--- src/pkg/rsm_pkg.sv ---
// Purpose: shared constants and types of the reset source monitor
// Assumes: 125 MHz sys_clk, registers reached over APB
// Notes: register data is 8 bits in the low lane of a 32-bit word
package rsm_pkg;
  // clock and timing
  localparam int CLK_PERIOD_NS = 8;
  localparam int POR_DELAY_NS = 300_000;
  localparam int MCD_TIMEOUT_NS = 100_000;
  localparam int HOLD_MIN_NS = 32;
  localparam int POR_DELAY_CYC =
    (POR_DELAY_NS + CLK_PERIOD_NS - 1) / CLK_PERIOD_NS;
  localparam int MCD_TIMEOUT_CYC =
    (MCD_TIMEOUT_NS + CLK_PERIOD_NS - 1) / CLK_PERIOD_NS;
  localparam int CNT_W = 16;
  localparam logic [CNT_W-1:0] HOLD_MIN_CYC =
    CNT_W'((HOLD_MIN_NS + CLK_PERIOD_NS - 1) / CLK_PERIOD_NS);
  //////////////////////////////////////////////////////////////////////
  // register indices, byte address is four times the index
  localparam int ADDR_W = 12;
  localparam logic [9:0] IDX_SMC = 10'h0ff;
  localparam logic [9:0] IDX_RCR = 10'h0ef;
  localparam logic [ADDR_W-1:0] ADDR_SMC = {IDX_SMC, 2'h0};
  localparam logic [ADDR_W-1:0] ADDR_RCR = {IDX_RCR, 2'h0};
  // field positions
  localparam int SMC_ON_BIT = 7;
  localparam int SMC_STAT_BIT = 6;
  localparam int RCR_PIN_BIT = 0;
  localparam int RCR_POR_BIT = 1;
  localparam int RCR_MCD_BIT = 2;
  localparam int RCR_CMP_BIT = 5;
  // reset values after power-on
  localparam logic MON_ON_RST = 1'h1;
  localparam logic VDM_SEL_RST = 1'h1;
  localparam logic MCD_EN_RST = 1'h0;
  localparam logic CMP_SEL_RST = 1'h0;
  // synchroniser lanes
  localparam int SYNC_W = 4;
  localparam int SI_SUPPLY = 0;
  localparam int SI_PIN = 1;
  localparam int SI_CMP = 2;
  localparam int SI_CLK = 3;
  //////////////////////////////////////////////////////////////////////
  typedef enum logic [1:0] {
    RSM_ST_POR = 2'h0,
    RSM_ST_RUN = 2'h1,
    RSM_ST_HOLD = 2'h3
  } rsm_state_t;
  typedef enum logic [1:0] {
    RSM_CAUSE_VDM = 2'h0,
    RSM_CAUSE_PIN = 2'h1,
    RSM_CAUSE_MCD = 2'h2,
    RSM_CAUSE_CMP = 2'h3
  } rsm_cause_t;
endpackage : rsm_pkg

--- src/pkg/rsm_mcd_if.sv ---
// Purpose: link between the top and the missing clock watcher
// Assumes: one clock domain, sys_clk
// Notes: clkLevel is already synchronised by the top
interface rsm_mcd_if;
  logic enable;
  logic clkLevel;
  logic missing;
  modport ctrl(output enable, output clkLevel, input missing);
  modport watch(input enable, input clkLevel, output missing);
endinterface : rsm_mcd_if

--- src/design/rsm_clock_watch.sv ---
// Purpose: one-shot timer retriggered by every edge of the watched clock
// Assumes: watched clock level arrives synchronised to sys_clk
// Notes: missing is a one-cycle pulse when the timeout is reached
module rsm_clock_watch #(
  parameter logic [rsm_pkg::CNT_W-1:0] TIMEOUT_CYC = 16'h0010
) (
  // clock and reset
  input wire logic sys_clk,
  input wire logic reset,
  // control side
  rsm_mcd_if.watch mcd
);
  import rsm_pkg::*;

  logic lastLvl_r;
  logic [CNT_W-1:0] cnt_r;
  logic missing_r;
  logic edgeSeen;

  // any change of level retriggers the one-shot
  assign edgeSeen = mcd.clkLevel != lastLvl_r;

  // previous level for edge detection
  always_ff @(posedge sys_clk or posedge reset) begin
    if (reset) begin
      lastLvl_r <= 1'h0;
    end else begin
      lastLvl_r <= mcd.clkLevel;
    end
  end

  // time since last edge, stuck high or low both count
  always_ff @(posedge sys_clk or posedge reset) begin
    if (reset) begin
      cnt_r <= '0;
    end else if (!mcd.enable || edgeSeen) begin
      cnt_r <= '0;
    end else if (cnt_r != TIMEOUT_CYC) begin
      cnt_r <= cnt_r + CNT_W'(1);
    end
  end

  // single pulse on reaching the timeout, saturation stops repeats
  always_ff @(posedge sys_clk or posedge reset) begin
    if (reset) begin
      missing_r <= 1'h0;
    end else begin
      missing_r <= mcd.enable && !edgeSeen &&
        (cnt_r == TIMEOUT_CYC - CNT_W'(1));
    end
  end

  assign mcd.missing = missing_r;
endmodule : rsm_clock_watch

--- src/design/rsm_top.sv ---
// Purpose: reset source gathering, cause flags and supply monitor control
// Assumes: reset is the power-on reset; all sources are asynchronous
// Notes: sysReset holds the core; the reset pin is open-drain
//
// Added by the designer: the APB register port.

// Summary of operation
// - low supply drives pin, holds core
// - only power-on forces monitor enable
// - monitor resets only if on and selected
// - unsettled monitor may still cause reset
// - no power-on delay after monitor reset
// - control bit 6 shows live monitor
// - control bits 5..0 read zero
// - low reset pin resets the device
// - pin reset sets cause bit 0
// - stuck clock past timeout causes reset
// - cause bit 2 flags clock loss
// - cause bit 2 write enables detector
// - clock loss, comparator leave pin alone
// - cause bit 5 write selects comparator
// - selected comparator low causes reset
// - cause bit 5 flags comparator reset
// - monitor reset leaves data memory alone
// - power-on or monitor exit sets bit 1
module rsm_top #(
  parameter logic [rsm_pkg::CNT_W-1:0] POR_DELAY =
    rsm_pkg::CNT_W'(rsm_pkg::POR_DELAY_CYC),
  parameter logic [rsm_pkg::CNT_W-1:0] MCD_TIMEOUT =
    rsm_pkg::CNT_W'(rsm_pkg::MCD_TIMEOUT_CYC)
) (
  // clock and power-on reset
  input wire logic sys_clk,
  input wire logic reset,
  // apb slave
  input wire logic psel,
  input wire logic penable,
  input wire logic pwrite,
  input wire logic [rsm_pkg::ADDR_W-1:0] paddr,
  input wire logic [31:0] pwdata,
  output logic [31:0] prdata,
  output logic pready,
  output logic pslverr,
  // supply monitor
  input wire logic supplyOk,
  output logic monitorOn,
  // comparator 0 output and watched clock
  input wire logic cmpOut,
  input wire logic monClk,
  // open-drain reset pin, active low
  input wire logic rstPinIn,
  output logic rstPinOut,
  output logic rstPinOe,
  // core reset
  output logic sysReset
);
  import rsm_pkg::*;

  logic [SYNC_W-1:0] syncA_r;
  logic [SYNC_W-1:0] syncB_r;
  logic [2:0] oeHist_r;
  logic supplyOkS;
  logic vdmReq;
  logic pinReq;
  logic mcdReq;
  logic cmpReq;
  logic anyReq;
  rsm_state_t state_r;
  rsm_state_t stNxt;
  rsm_cause_t cause_r;
  logic [CNT_W-1:0] cnt_r;
  logic holdDone;
  logic enterHold;
  logic exitHold;
  logic exitPor;
  logic sysReset_r;
  logic pinDrive_r;
  logic monOn_r;
  logic vdmSel_r;
  logic mcdEn_r;
  logic cmpSel_r;
  logic pinFlag_r;
  logic porFlag_r;
  logic mcdFlag_r;
  logic cmpFlag_r;
  logic [31:0] prdata_r;
  logic hitSmc;
  logic hitRcr;
  logic wrSmc;
  logic wrRcr;

  rsm_mcd_if mcdLink ();

  ////////////////////////////////////////////////////////////////////////
  // two-flop synchronisers for every asynchronous input
  always_ff @(posedge sys_clk or posedge reset) begin
    if (reset) begin
      syncA_r <= '0;
      syncB_r <= '0;
    end else begin
      syncA_r <= {monClk, cmpOut, rstPinIn, supplyOk};
      syncB_r <= syncA_r;
    end
  end

  // pin reads back low while we drive it, so mask it a while after
  always_ff @(posedge sys_clk or posedge reset) begin
    if (reset) begin
      oeHist_r <= 3'h7;
    end else begin
      oeHist_r <= {oeHist_r[1:0], pinDrive_r};
    end
  end

  assign supplyOkS = syncB_r[SI_SUPPLY];

  // monitor output used live, settled or not
  assign vdmReq = monOn_r && vdmSel_r && !supplyOkS;
  assign pinReq = !syncB_r[SI_PIN] && !pinDrive_r &&
    !(|oeHist_r);
  assign mcdReq = mcdLink.missing && mcdEn_r;
  assign cmpReq = cmpSel_r && !syncB_r[SI_CMP];
  assign anyReq = vdmReq || pinReq || mcdReq || cmpReq;

  ////////////////////////////////////////////////////////////////////////
  // missing clock watcher
  assign mcdLink.enable = mcdEn_r && (state_r == RSM_ST_RUN);
  assign mcdLink.clkLevel = syncB_r[SI_CLK];

  rsm_clock_watch #(
    .TIMEOUT_CYC(MCD_TIMEOUT)
  ) u_watch (
    .sys_clk(sys_clk),
    .reset(reset),
    .mcd(mcdLink.watch)
  );

  ////////////////////////////////////////////////////////////////////////
  // monitor resets skip the minimum hold so release follows the supply
  assign holdDone = (cause_r == RSM_CAUSE_VDM) ||
    (cnt_r == HOLD_MIN_CYC);

  // sequencer next state
  always_comb begin
    stNxt = state_r;
    case (state_r)
      RSM_ST_POR: begin
        if (supplyOkS && cnt_r == POR_DELAY) begin
          stNxt = RSM_ST_RUN;
        end
      end
      RSM_ST_RUN: begin
        if (anyReq) begin
          stNxt = RSM_ST_HOLD;
        end
      end
      RSM_ST_HOLD: begin
        if (!anyReq && holdDone) begin
          stNxt = RSM_ST_RUN;
        end
      end
      default: begin
        stNxt = RSM_ST_POR;
      end
    endcase
  end

  assign enterHold = (state_r == RSM_ST_RUN) && anyReq;
  assign exitHold = (state_r == RSM_ST_HOLD) && (stNxt == RSM_ST_RUN);
  assign exitPor = (state_r == RSM_ST_POR) && (stNxt == RSM_ST_RUN);

  // state and registered reset outputs
  always_ff @(posedge sys_clk or posedge reset) begin
    if (reset) begin
      state_r <= RSM_ST_POR;
      sysReset_r <= 1'h1;
      pinDrive_r <= 1'h1;
    end else begin
      state_r <= stNxt;
      sysReset_r <= stNxt != RSM_ST_RUN;
      // only power-on and supply faults pull the pin
      pinDrive_r <= (stNxt == RSM_ST_POR) ||
        ((stNxt == RSM_ST_HOLD) && (enterHold ?
        vdmReq : (cause_r == RSM_CAUSE_VDM)));
    end
  end

  // cause captured at entry, supply fault has top priority
  always_ff @(posedge sys_clk or posedge reset) begin
    if (reset) begin
      cause_r <= RSM_CAUSE_VDM;
    end else if (enterHold) begin
      if (vdmReq) begin
        cause_r <= RSM_CAUSE_VDM;
      end else if (pinReq) begin
        cause_r <= RSM_CAUSE_PIN;
      end else if (mcdReq) begin
        cause_r <= RSM_CAUSE_MCD;
      end else begin
        cause_r <= RSM_CAUSE_CMP;
      end
    end
  end

  // power-on delay counter and minimum hold counter
  always_ff @(posedge sys_clk or posedge reset) begin
    if (reset) begin
      cnt_r <= '0;
    end else if (state_r == RSM_ST_POR) begin
      if (!supplyOkS) begin
        cnt_r <= '0;
      end else if (cnt_r != POR_DELAY) begin
        cnt_r <= cnt_r + CNT_W'(1);
      end
    end else if (state_r == RSM_ST_HOLD) begin
      if (cnt_r != HOLD_MIN_CYC) begin
        cnt_r <= cnt_r + CNT_W'(1);
      end
    end else begin
      cnt_r <= '0;
    end
  end

  ////////////////////////////////////////////////////////////////////////
  // cause flags written on leaving reset
  always_ff @(posedge sys_clk or posedge reset) begin
    if (reset) begin
      pinFlag_r <= 1'h0;
      porFlag_r <= 1'h0;
      mcdFlag_r <= 1'h0;
      cmpFlag_r <= 1'h0;
    end else if (exitPor) begin
      porFlag_r <= 1'h1;
      pinFlag_r <= 1'h0;
      mcdFlag_r <= 1'h0;
      cmpFlag_r <= 1'h0;
    end else if (exitHold) begin
      // other flags keep stale values after a monitor reset
      porFlag_r <= cause_r == RSM_CAUSE_VDM;
      if (cause_r != RSM_CAUSE_VDM) begin
        pinFlag_r <= cause_r == RSM_CAUSE_PIN;
        mcdFlag_r <= cause_r == RSM_CAUSE_MCD;
        cmpFlag_r <= cause_r == RSM_CAUSE_CMP;
      end
    end
  end

  // monitor enable: power-on value only, untouched by system resets
  always_ff @(posedge sys_clk or posedge reset) begin
    if (reset) begin
      monOn_r <= MON_ON_RST;
      vdmSel_r <= VDM_SEL_RST;
    end else begin
      if (wrSmc) begin
        monOn_r <= pwdata[SMC_ON_BIT];
      end
      if (wrRcr) begin
        vdmSel_r <= pwdata[RCR_POR_BIT];
      end
    end
  end

  // detector and comparator selects drop on any reset entry
  always_ff @(posedge sys_clk or posedge reset) begin
    if (reset) begin
      mcdEn_r <= MCD_EN_RST;
      cmpSel_r <= CMP_SEL_RST;
    end else if (enterHold) begin
      mcdEn_r <= MCD_EN_RST;
      cmpSel_r <= CMP_SEL_RST;
    end else if (wrRcr) begin
      mcdEn_r <= pwdata[RCR_MCD_BIT];
      cmpSel_r <= pwdata[RCR_CMP_BIT];
    end
  end

  ////////////////////////////////////////////////////////////////////////
  // apb decode, zero wait state
  assign hitSmc = paddr == ADDR_SMC;
  assign hitRcr = paddr == ADDR_RCR;
  assign pready = 1'h1;
  assign pslverr = psel && penable && !(hitSmc || hitRcr);
  assign wrSmc = psel && penable && pwrite && hitSmc;
  assign wrRcr = psel && penable && pwrite && hitRcr;

  // read data captured in the setup cycle
  always_ff @(posedge sys_clk or posedge reset) begin
    if (reset) begin
      prdata_r <= 32'h0000_0000;
    end else if (psel && !penable) begin
      prdata_r <= 32'h0000_0000;
      if (hitSmc) begin
        prdata_r[SMC_ON_BIT] <= monOn_r;
        prdata_r[SMC_STAT_BIT] <= supplyOkS;
      end else if (hitRcr) begin
        prdata_r[RCR_PIN_BIT] <= pinFlag_r;
        prdata_r[RCR_POR_BIT] <= porFlag_r;
        prdata_r[RCR_MCD_BIT] <= mcdFlag_r;
        prdata_r[RCR_CMP_BIT] <= cmpFlag_r;
      end
    end
  end

  // core reset only; no memory clear is issued, so contents survive
  assign sysReset = sysReset_r;
  assign prdata = prdata_r;
  assign monitorOn = monOn_r;
  assign rstPinOut = 1'h0;
  assign rstPinOe = pinDrive_r;
endmodule : rsm_top

--- config.mk ---
export PLATFORM = sky130hd
export DESIGN_NAME = rsm_top
export DESIGN_NICKNAME = d
export VERILOG_FILES = /design/src/pkg/rsm_pkg.sv /design/src/pkg/rsm_mcd_if.sv /design/src/design/rsm_clock_watch.sv /design/src/design/rsm_top.sv
export SDC_FILE = /design/constraint.sdc
export NUM_CORES = 1
export LEC_CHECK = 0
export ABC_CLOCK_PERIOD_IN_PS = 5600
export BUFFER_PORTS_ARGS = -buffer_cell sky130_fd_sc_hd__clkbuf_2
export CAP_MARGIN = 0
export CELL_PAD_IN_SITES_DETAIL_PLACEMENT = 1
export CELL_PAD_IN_SITES_GLOBAL_PLACEMENT = 2
export CORE_MARGIN = 2
export CORE_UTILIZATION = 34
export CTS_BUF_LIST = sky130_fd_sc_hd__clkbuf_16
export CTS_CLUSTER_DIAMETER = 30
export CTS_CLUSTER_SIZE = 20
export DETAILED_ROUTE_END_ITERATION = 16
export PLACE_DENSITY_LB_ADDON = 0.1
export SETUP_SLACK_MARGIN = 0.2
export SLEW_MARGIN = 20
export SYNTH_ARGS = -nofsm -noshare
export SYNTH_HDL_FRONTEND = slang
export SYNTH_SLANG_ARGS = --single-unit
--- constraint.sdc ---
create_clock -name sys_clk -period 5.6 [get_ports sys_clk]
set_clock_uncertainty 0.15 [all_clocks]
set_input_delay 0.84 -clock sys_clk [delete_from_list [all_inputs] [get_ports sys_clk]]
set_output_delay 0.84 -clock sys_clk [all_outputs]
set_load 0.1 [all_outputs]
# Word-level counts from Yosys, hierarchy flattened
# Cells that the tools add are included.
# totals
reg_bits,65
latchBits,0
ram_bits,0
romBits,0
in_bits,53
out_inout_bits,38
n_memories,0
# op_classes
addsub,2
multipliers,0
n_div,0
magnitude_cmp,0
eq_ne,19
shifts,0
mux,35
bitwise_logic,0
n_reduce_logical,49
# op_table
op,count
16-bit two-way mux,7
"16-bit by 1-bit adder with 16-bit output, second input constant",2
"12-bit by 10-bit == test with 1-bit output, second input constant",2
1-bit logical AND,21
1-bit two-way mux,19
"16-bit by 14-bit == test with 1-bit output, second input constant",1
"16-bit == test, second input constant",1
"16-bit by 3-bit == test with 1-bit output, second input constant",1
"16-bit by 14-bit != test with 1-bit output, second input constant",1
"16-bit != test, second input constant",1
"16-bit by 3-bit != test with 1-bit output, second input constant",1
2-bit two-way mux,6
1-bit zero test,10
2-bit nonzero test,5
"2-bit == test, second input constant",4
1-bit logical OR,7
"2-bit by 1-bit == test with 1-bit output, second input constant",3
2-bit zero test,3
3-bit two-way mux,2
2-bit case mux with 3 select lines,1
2-bit AND reduction,2
"3-bit by 1-bit != test with 1-bit output, second input constant",1
"3-bit by 2-bit != test with 1-bit output, second input constant",1
3-bit OR reduction,1
other kinds (2),2

# Longest topological paths before layout
# Gate-level depths: netlist of the first run.
# depth
ltp_word,14
ltp_mapped,8
mapped_depth_nobuf,7

# Cells and area by module
# From an unflattened synthesis of the first run, not the netlist that was laid out.
# unflattened
cells_unflattened,326
area_unflattened_um2,3348.2
# modules_own_cells
module,instances,cells_each,area_per_inst_um2
rsm_top,1,227,2404.8
rsm_clock_watch,1,99,943.4

# Worst setup path after synthesis of the first run
# Ideal clock, no wire load.
# synth_timing
path_type,input to output
from,input port paddr[0] (netlist bit)
to,output port pslverr
arrival_ps,2114
required_time_ps,4610
slack_ps,2496
path_stages,3
path_buffers,0
path_cell_list,nand4bb_1 > or4_1 > and3_1
# synth_between
elab_chain_cells,4
elab_cells_between_ends,5
cone_classes,2 x eq/ne; 3 x reduce/logical
# synth_lines
element,line_no,source
from (decl),rsm_top.sv:39,"input wire logic [rsm_pkg::ADDR_W-1:0] paddr,"
12-bit by 10-bit == test with 1-bit output (on tied branches),"rsm_top.sv:279, rsm_top.sv:280",
1-bit logical OR *,rsm_top.sv:282,assign pslverr = psel && penable && !(hitSmc || hitRcr);
1-bit zero test *,rsm_top.sv:282,
1-bit logical AND *,rsm_top.sv:282,
to (decl),rsm_top.sv:43,"output logic pslverr,"
# Every way passes the cells marked *; elsewhere a longest branch is shown, timed or not.

# Final worst setup path of the first run
# Ends and elaborated chain as after synthesis.

==> out/metrics.yaml, run 1 <==
synthesis:
  netlist_top_cells_count: "58 x dfrtp_1, 36 x nand2_1, 28 x buf_4, 28 x nor2_1, 20 x a21oi_1"
  yosysMostFrequentCell: "dfrtp_1"
  syn_area_per_cell_sq_um: 9.77
  syn_inst: 329
  syn_area_sq_um: 3210
  synthArstFlopShare: 1.00
  synth_ff_type: "dfrtp_1"
  yosysUniqueCellTypes: 48
  ys_seq_elements: 65
  netlist.area_leader.share: 0.452
  synthTopCellsByArea: "dfrtp_1 45%, buf_4 6.5%, dfstp_2 5.7%"
  synth_top_cell_by_area: "dfrtp_1"
  yosys_warnings: 0
  ys_seq_area_frac: 0.509
  synth-edff-count: 0
power_and_ir_drop:
  peakVddDrop_uv: 148
  power_leakage_nw: 1.64
  p_per_area_nw_per_um2: 318
global_route:
  grt_first_pass_wirelength_um: 11700
  track_usage: 0.144
  grt_overflow: 0
  antenna_found_initial: 0
  grt_max_degree: 66
  grt_pass1_vias: 2388
place:
  place_ws_ns: 2.34
  portBuffers: 34
  dpl.hpwl_um: 4860
  routabilityCongestion: 0.699
timing:
  fmax_mhz: 307
  rsz0062_at_grt: "no"
  post-route-period-util: 0.582
  tns_ns: 0
  fin_ws_ns: 2.34
  slew_headroom: 0.317
  hold_violations: 0
  final_max_slew_viol_count: 0
  setup_violations: 0
  tightest_slew_ns: 1.02
  period_needed_ns: 3.26
critical_path:
  slowest_delay_ns: 0.58
  cp_top_family: "simple AND/OR/NAND/NOR gates"
  path_buf_inv: 2
  slowest_stage: "or4_1"
  cp_max_fo: 3
  cp_common_cell: "clkbuf_2"
  cp.arrival_ns: 2.27
  worst_setup_path_end_kind: "output port"
  reg2reg_slack_ns: 2.81
  worst-setup-path-type: "input port to output port"
  cp_data_required_time_ns: 4.61
  critPathLaunchType: "input port"
  cp_cell_sequence: "clkbuf_2, nand4bb_1, or4_1, and3_1, clkbuf_2"
cts:
  clk_path_buf_depth: 2
  cts_buffers: 9
  htreeDepth: 3
  cts-resized-gates: 0
  clkSlewWorstSetupHoldPaths_ns: 0.06
  cts_root_buffer: "clkbuf_16"
  tritoncts: "done"
  numClockSinks: 65
  post-cts-setup-buffers: 0
  worstSkewPairLatency_ns: 0.32
  hold_buffers: 0
floorplanning:
  io-pin-count: 91
  die_w_um: 101
  core_area_sq_um: 9200
  start_util: 0.350
  rows: 35
  die-area_sq_um: 10200
  die_y_um: 101
final_layout:
  final_nets: 425
  insertedDiodeCount: 0
  drive_gt1_frac: 0.185
  area_growth_syn_to_layout_pct: 15.5
drt:
  via_count: 2336
  post-route-drc-count: 0
  antenna_left: 0
  drt_iter0_drc: 40
  wl_per_cell_um: 13.9
  drtPass1Iterations: 4
  via_per_inst: 4.83
  drt_wl_total_um: 6730
hold_path:
  hold_path_class: "register to register"
status:
  status: "finished, final reports clean"
flow_run:
  cap_violations: 0
## cell families (layout without fill, tap and decap cells)
logic type,count (synthesis),count (layout),share of synthesized area
and+or+nand+nor,143,143,0.236
DFF,65,65,0.509
buffers and inverters,46,64,0.0868
AOI/OAI and AO/OA,44,44,0.0794
xor gates and xnor gates,20,20,0.0545
muxes,5,5,0.0163
adders and majority gates,4,4,0.0156
other,2,28,0.00234
## power breakdown
group	internal (mW)	switching, mW
Clock	0.385	0.198
Sequential	0.475	0.00401
Combinational	0.0129	0.105
Total	0.873	0.307
## final timing paths
path / startpoint / to / depth (start not counted)
min in group asynchronous: reset / cnt_r[5] / 3
hold / removal: syncA_r[0] / syncB_r[0] / 0
setup reg to reg: cnt_r[0] / cnt_r[7] / 7
max in group asynchronous: reset / cause_r[1] / 3
hold reg to reg: syncA_r[0] / syncB_r[0] / 0
setup / recovery: paddr[0] / pslverr / 5
## state kept, by name, indices dropped and copies added, names as in the netlist, 2 cells and up
| name | count |
|---|---|
| cnt_r | 16 |
| u_watch.cnt_r | 16 |
| prdata | 6 |
| syncA_r | 4 |
| syncB_r | 4 |
| oeHist_r | 3 |
| cause_r | 2 |
| state_r | 2 |
## cells in the final DEF (no fill, tap or decap), drive strengths merged, types with 11 or more instances in the layout
master  Yosys  layout
a21oi      20      20
clkbuf      5      43
conb        2      28
dfrtp      58      58
inv        12      12
nand2      36      36
nand3      14      14
nor2       29      29
o21ai      13      13
or3        11      11
## through the flow
step / instances / instance area [sq um] / hold WS, ns / utilization / power, mW
global placement: 468 / 3400 / 0.184 / 0.370 / 0.606
floorplan: 355 / 3310 / 0.181 / - / 0.604
finish: 484 / 3710 / 0.197 / 0.404 / 1.18
detailed placement: 468 / 3400 / 0.186 / 0.370 / 0.607
global route: 484 / 3710 / 0.204 / 0.404 / 1.23
CTS: 484 / 3710 / 0.199 / 0.404 / 1.20
## metal layers
layer | wire length, um | share of wire | GRT usage
met5 | 0 | 0 | 0
met4 | 83 | 0.012 | 0.0437
met3 | 209 | 0.031 | 0.0373
met2 | 3160 | 0.47 | 0.222
met1 | 3280 | 0.49 | 0.200
## layout make-up
class                   count  area [sq um]
clock inverters             7          85.1
multi-input cells         244          1400
inverters                  12          45.0
flip-flops and latches     65          1640
clock buffers               9           225
fillers                  1078          5480
repair buffers             36           185
well taps                 111           139
## worst reg2reg max path, delay by kind of cell, from the launching register on
kind / cells / cell delay (ns)
compound gates: 3 / 1.25
simple gates: 2 / 0.63
flops: 1 / 0.43
fa+ha+maj: 1 / 0.17
buf+inv: 1 / 0.08
(Power assumes the default switching activity.)
==> inputs of run 2 (changes only) <==
- ABC_AREA: not set -> 1
- ABC_CLOCK_PERIOD_IN_PS: 5600 -> 3000
- CORE_UTILIZATION: 34 -> 30
- clock period: 5.6 -> 3 ns (I/O delays scaled with it)
==> out/metrics.yaml, run 2 <==
status:
  status: "finished, final reports clean"
drt:
  via_count: 3081
  post-route-drc-count: 0
  via_per_inst: 4.50
  wl_per_cell_um: 13.2
  antenna_left: 0
  drtPass1Iterations: 4
  drt_wl_total_um: 9060
  drt_iter0_drc: 151
synthesis:
  synthArstFlopShare: 1.00
  synth-edff-count: 0
  yosys_warnings: 0
  ys_seq_area_frac: 0.441
  synth_top_cell_by_area: "dfrtp_1"
  yosysUniqueCellTypes: 32
  synth_ff_type: "dfrtp_1"
  syn_inst: 470
  yosysMostFrequentCell: "nand2_1"
  netlist.area_leader.share: 0.391
  syn_area_per_cell_sq_um: 7.89
  netlist_top_cells_count: "102 x nand2_1, 58 x dfrtp_1, 58 x nor2_1"
  ys_seq_elements: 65
  syn_area_sq_um: 3710
  synthTopCellsByArea: "dfrtp_1 39%, nand2_1 10%, buf_4 6.1%"
cts:
  tritoncts: "done"
  clk_path_buf_depth: 2
  hold_buffers: 0
  cts-resized-gates: 0
  numClockSinks: 65
  htreeDepth: 3
  cts_root_buffer: "clkbuf_16"
  cts_buffers: 9
  post-cts-setup-buffers: 0
  clkSlewWorstSetupHoldPaths_ns: 0.05
  worstSkewPairLatency_ns: 0.34
final_layout:
  final_cell_mix: "102 x nand2_1, 58 x nor2_1, 58 x dfrtp_1"
  final_common_cell: "nand2_1"
  drive_gt1_frac: 0.182
  area_growth_syn_to_layout_pct: 14.5
  fin_util: 0.352
  final_nets: 569
  insertedDiodeCount: 0
  final.fill_count: 1503
timing:
  slew_headroom: 0.640
  final_max_slew_viol_count: 0
  tns_ns: 0
  period_needed_ns: 2.20
  hold_violations: 0
  fin_ws_ns: 0.804
  rsz0062_at_grt: "no"
  tightest_slew_ns: 0.543
  post-route-period-util: 0.732
  setup_violations: 0
  fmax_mhz: 455
critical_path:
  cp.arrival_ns: 1.60
  slowest_delay_ns: 0.36
  worst-setup-path-type: "input port to output port"
  cp_data_required_time_ns: 2.40
  cp_max_fo: 4
  cp_top_family: "simple AND/OR/NAND/NOR gates"
  critPathLaunchType: "input port"
  slowest_stage: "clkbuf_2"
  cp_cell_sequence: "clkbuf_2, nor2_1, nand3_1, nor2_1, nand2_1, nand3_1, inv_1, clkbuf_2"
  worst_setup_path_end_kind: "output port"
  path_buf_inv: 3
floorplanning:
  die-area_sq_um: 13300
  io-pin-count: 91
  start_util: 0.307
  die_w_um: 115
  rows: 40
  die_y_um: 115
  core_area_sq_um: 12100
global_route:
  grt_first_pass_wirelength_um: 15500
  grt_pass1_vias: 3115
  grt_overflow: 0
  antenna_found_initial: 0
  track_usage: 0.151
  grt_max_degree: 66
power_and_ir_drop:
  p_total_mw: 2.07
  power_leakage_nw: 2.06
  p_per_area_nw_per_um2: 486
  peakVddDrop_uv: 205
place:
  routabilityCongestion: 0.748
  portBuffers: 34
  dpl.hpwl_um: 6890
  place_ws_ns: 0.785
hold_path:
  hold_path_class: "input port to asynchronous set/reset pin"
flow_run:
  cap_violations: 0
[run 2: changes by cell type after synthesis, moves of 8 or more]
cell / change
or3_1: -11
a21oi_1: -10
o21ai_0: -8
o21ai_1: +11
nand3_1: +27
nor2_1: +30
inv_2: +8
inv_1: +38
nand2_1: +66
[run 2: power by group]
part           switching (mW)  total [mW]  internal, mW
Combinational           0.204       0.230        0.0261
Clock                   0.389       0.939         0.549
Sequential            0.00948       0.897         0.887
Total                   0.603        2.07          1.46
[run 2: worst paths after layout]
path	startpoint	cells after the start	slack, ns	endpoint
hold reg to reg	syncA_r[0]	0	0.20	syncB_r[0]
min in group sys_clk	supplyOk	1	0.07	syncA_r[0]
hold / removal	reset	3	0.02	cnt_r[0]
setup reg to reg	cnt_r[0]	9	0.92	cmpFlag_r
max in group asynchronous	reset	3	2.36	monitorOn
setup / recovery	paddr[11]	8	0.80	pslverr
[run 2: logic make-up after synthesis]
family	Yosys count	synth area share
compound gates	34	0.0523
xor+xnor	14	0.0331
fa+ha+maj	4	0.0135
other cells	2	0.00203
simple gates	263	0.339
flops	65	0.441
buf+inv	88	0.119
[run 2: stage by stage]
step	instance area [sq um]	std cells	hold WS (ns)
final	4250	685	0.0216
after global routing	4250	685	0.0589
after CTS	4250	685	0.0329
after detailed placement	3980	669	0.186
after global placement	3980	669	0.183
after floorplan	3800	496	0.181
[run 2: layout make-up]
type / count / area, sq um / area share
clock buffer: 9 / 225 / 0.0531
clock inverter: 7 / 40.0 / 0.00943
inverter: 58 / 218 / 0.0513
tap: 168 / 210 / 0.0495
timing repair buffer: 35 / 190 / 0.0448
sequential: 65 / 1640 / 0.385
multi-input combinational: 343 / 1730 / 0.407
[run 2: tightest hold or removal path, cell delays in order]
cell and delay, ns:
clkbuf_2 0.09, inv_2 0.06, buf_12 0.31
[run 2: routing by layer]
layer  share of wire  routed length (um)  up-vias  track usage
li1                -                   -     1540            -
met1            0.48                4400     1494        0.200
met2            0.47                4260       36        0.244
met3           0.025                 228       11       0.0253
met4           0.019                 175        0       0.0651
met5               0                   0        -            0
==> inputs of run 3 (changes only) <==
- ABC_CLOCK_PERIOD_IN_PS: 3000 -> 2000
- CORE_UTILIZATION: 30 -> 27
- clock period: 3 -> 2 ns (I/O delays scaled with it)
==> out/metrics.yaml, run 3 (same netlist as run 2, synthesis figures left out) <==
global_route:
  grt_pass1_vias: 3245
  grt_max_degree: 28
  track_usage: 0.140
  antenna_found_initial: 0
  grt_first_pass_wirelength_um: 15800
  grt_overflow: 0
critical_path:
  reg2reg_slack_ns: 0.29
  cp_cell_sequence: "clkbuf_4"
  critPathLaunchType: "register"
  cp_data_required_time_ns: 1.55
  worst-setup-path-type: "register to output port"
  cp_top_family: "flip-flops"
  worst_setup_path_end_kind: "output port"
  cp.arrival_ns: 1.29
  slowest_stage: "dfstp_4"
  cp_max_fo: 3
  path_buf_inv: 1
  slowest_delay_ns: 0.62
drt:
  post-route-drc-count: 0
  via_per_inst: 4.35
  wl_per_cell_um: 13.1
  drt_iter0_drc: 95
  antenna_left: 0
  via_count: 3135
  drtPass1Iterations: 4
  drt_wl_total_um: 9440
timing:
  hold-worst-slack_ns: 0.0588
  hold_violations: 0
  slew_headroom: 0.622
  fmax_mhz: 574
  post-route-period-util: 0.871
  tns_ns: 0
  fin_ws_ns: 0.257
  tightest_slew_ns: 0.565
  setup_violations: 0
  rsz0062_at_grt: "yes"
  period_needed_ns: 1.74
  final_max_slew_viol_count: 0
cts:
  clk_path_buf_depth: 2
  htreeDepth: 3
  numClockSinks: 65
  cts_root_buffer: "clkbuf_16"
  clkSlewWorstSetupHoldPaths_ns: 0.06
  cts_buffers: 9
  tritoncts: "done"
  worstSkewPairLatency_ns: 0.34
final_layout:
  area_growth_syn_to_layout_pct: 23.8
  multi_input_area_sq_um: 1780
  final_common_cell: "nand2_1"
  drive_gt1_frac: 0.240
  final.fill_count: 1640
  postLayoutCellArea_sq_um: 4590
  final_cell_mix: "98 x nand2_1, 58 x dfrtp_1, 54 x nor2_1"
  final_cells: 721
  insertedDiodeCount: 0
  final_nets: 597
  regArea_sq_um: 1640
  fin_util: 0.344
power_and_ir_drop:
  p_per_area_nw_per_um2: 720
  p_int_mw: 2.36
  p_sw_uw: 947
  p_total_mw: 3.31
  power_frac_clock: 0.477
  sw_frac_of_total: 0.286
  power_frac_comb: 0.117
  sequentialPowerShare: 0.406
  power_leakage_nw: 2.21
  peakVddDrop_uv: 363
floorplanning:
  io-pin-count: 91
  die_w_um: 121
  core_area_sq_um: 13300
  die_y_um: 121
  start_util: 0.278
  rows: 42
  die-area_sq_um: 14700
place:
  dpl_cell_area_sq_um: 4080
  routabilityCongestion: 0.751
  place_ws_ns: 0.0998
  portBuffers: 34
  dpl.hpwl_um: 7290
  placed_cells: 686
status:
  status: "finished, final reports clean"
hold_path:
  hold_path_class: "input port to register"
flow_run:
  cap_violations: 0
[run 3: changes by cell type in the layout (fill, tap and decap cells not counted), moves of 3 or more]
cell,delta
nand2_2,+4
inv_1,-4
buf_4,+22
clkbuf_2,-4
ha_1,-3
dlygate4sd3_1,+6
nor2_1,-4
nor2_2,+3
nand2_1,-4
[run 3: final cells by class]
cell class	count	area share
Clock inverter	7	0.0150
Inverter	58	0.0483
Tap cell	176	0.0480
Clock buffer	9	0.0491
Sequential cell	65	0.357
Multi-Input combinational cell	343	0.388
Timing Repair Buffer	63	0.0949
[run 3: final timing paths]
kind,cells past startpoint,endpoint,start
setup reg to reg,11,mcdFlag_r,cnt_r[1]
min in group asynchronous,3,u_watch.cnt_r[6],reset
hold / removal,3,mcdEn_r,pwdata[2]
max in group asynchronous,4,oeHist_r[0],reset
hold reg to reg,0,syncB_r[1],syncA_r[1]
setup / recovery,1,rstPinOe,rstPinOe
[run 3: per-layer routing]
layer | part of all wire | vias up | GRT usage
met2 | 0.51 | 23 | 0.235
met3 | 0.028 | 12 | 0.0423
met5 | 0 | - | 0
li1 | - | 1593 | -
met1 | 0.45 | 1507 | 0.174
met4 | 0.013 | 0 | 0.0409
[run 3: timing repair]
action / 4_1_cts / 5_1_grt
hold endpoints to repair: 26 / 0
gates cloned: 0 / 0
setup endpoints to repair: 12 / 17
setup buffers: 3 / 10
gates resized for setup: 6 / 14
pin swaps: 4 / 8
hold buffers: 6 / 0
[run 3: power groups by stage]
stage	logic, mW	registers, mW	clock network, mW
6_report	0.386	1.34	1.58
5_1_grt	0.409	1.34	1.69
4_1_cts	0.380	1.34	1.63
3_5_place_dp	0.365	1.36	0
3_3_place_gp	0.363	1.36	0
2_1_floorplan	0.342	1.36	0
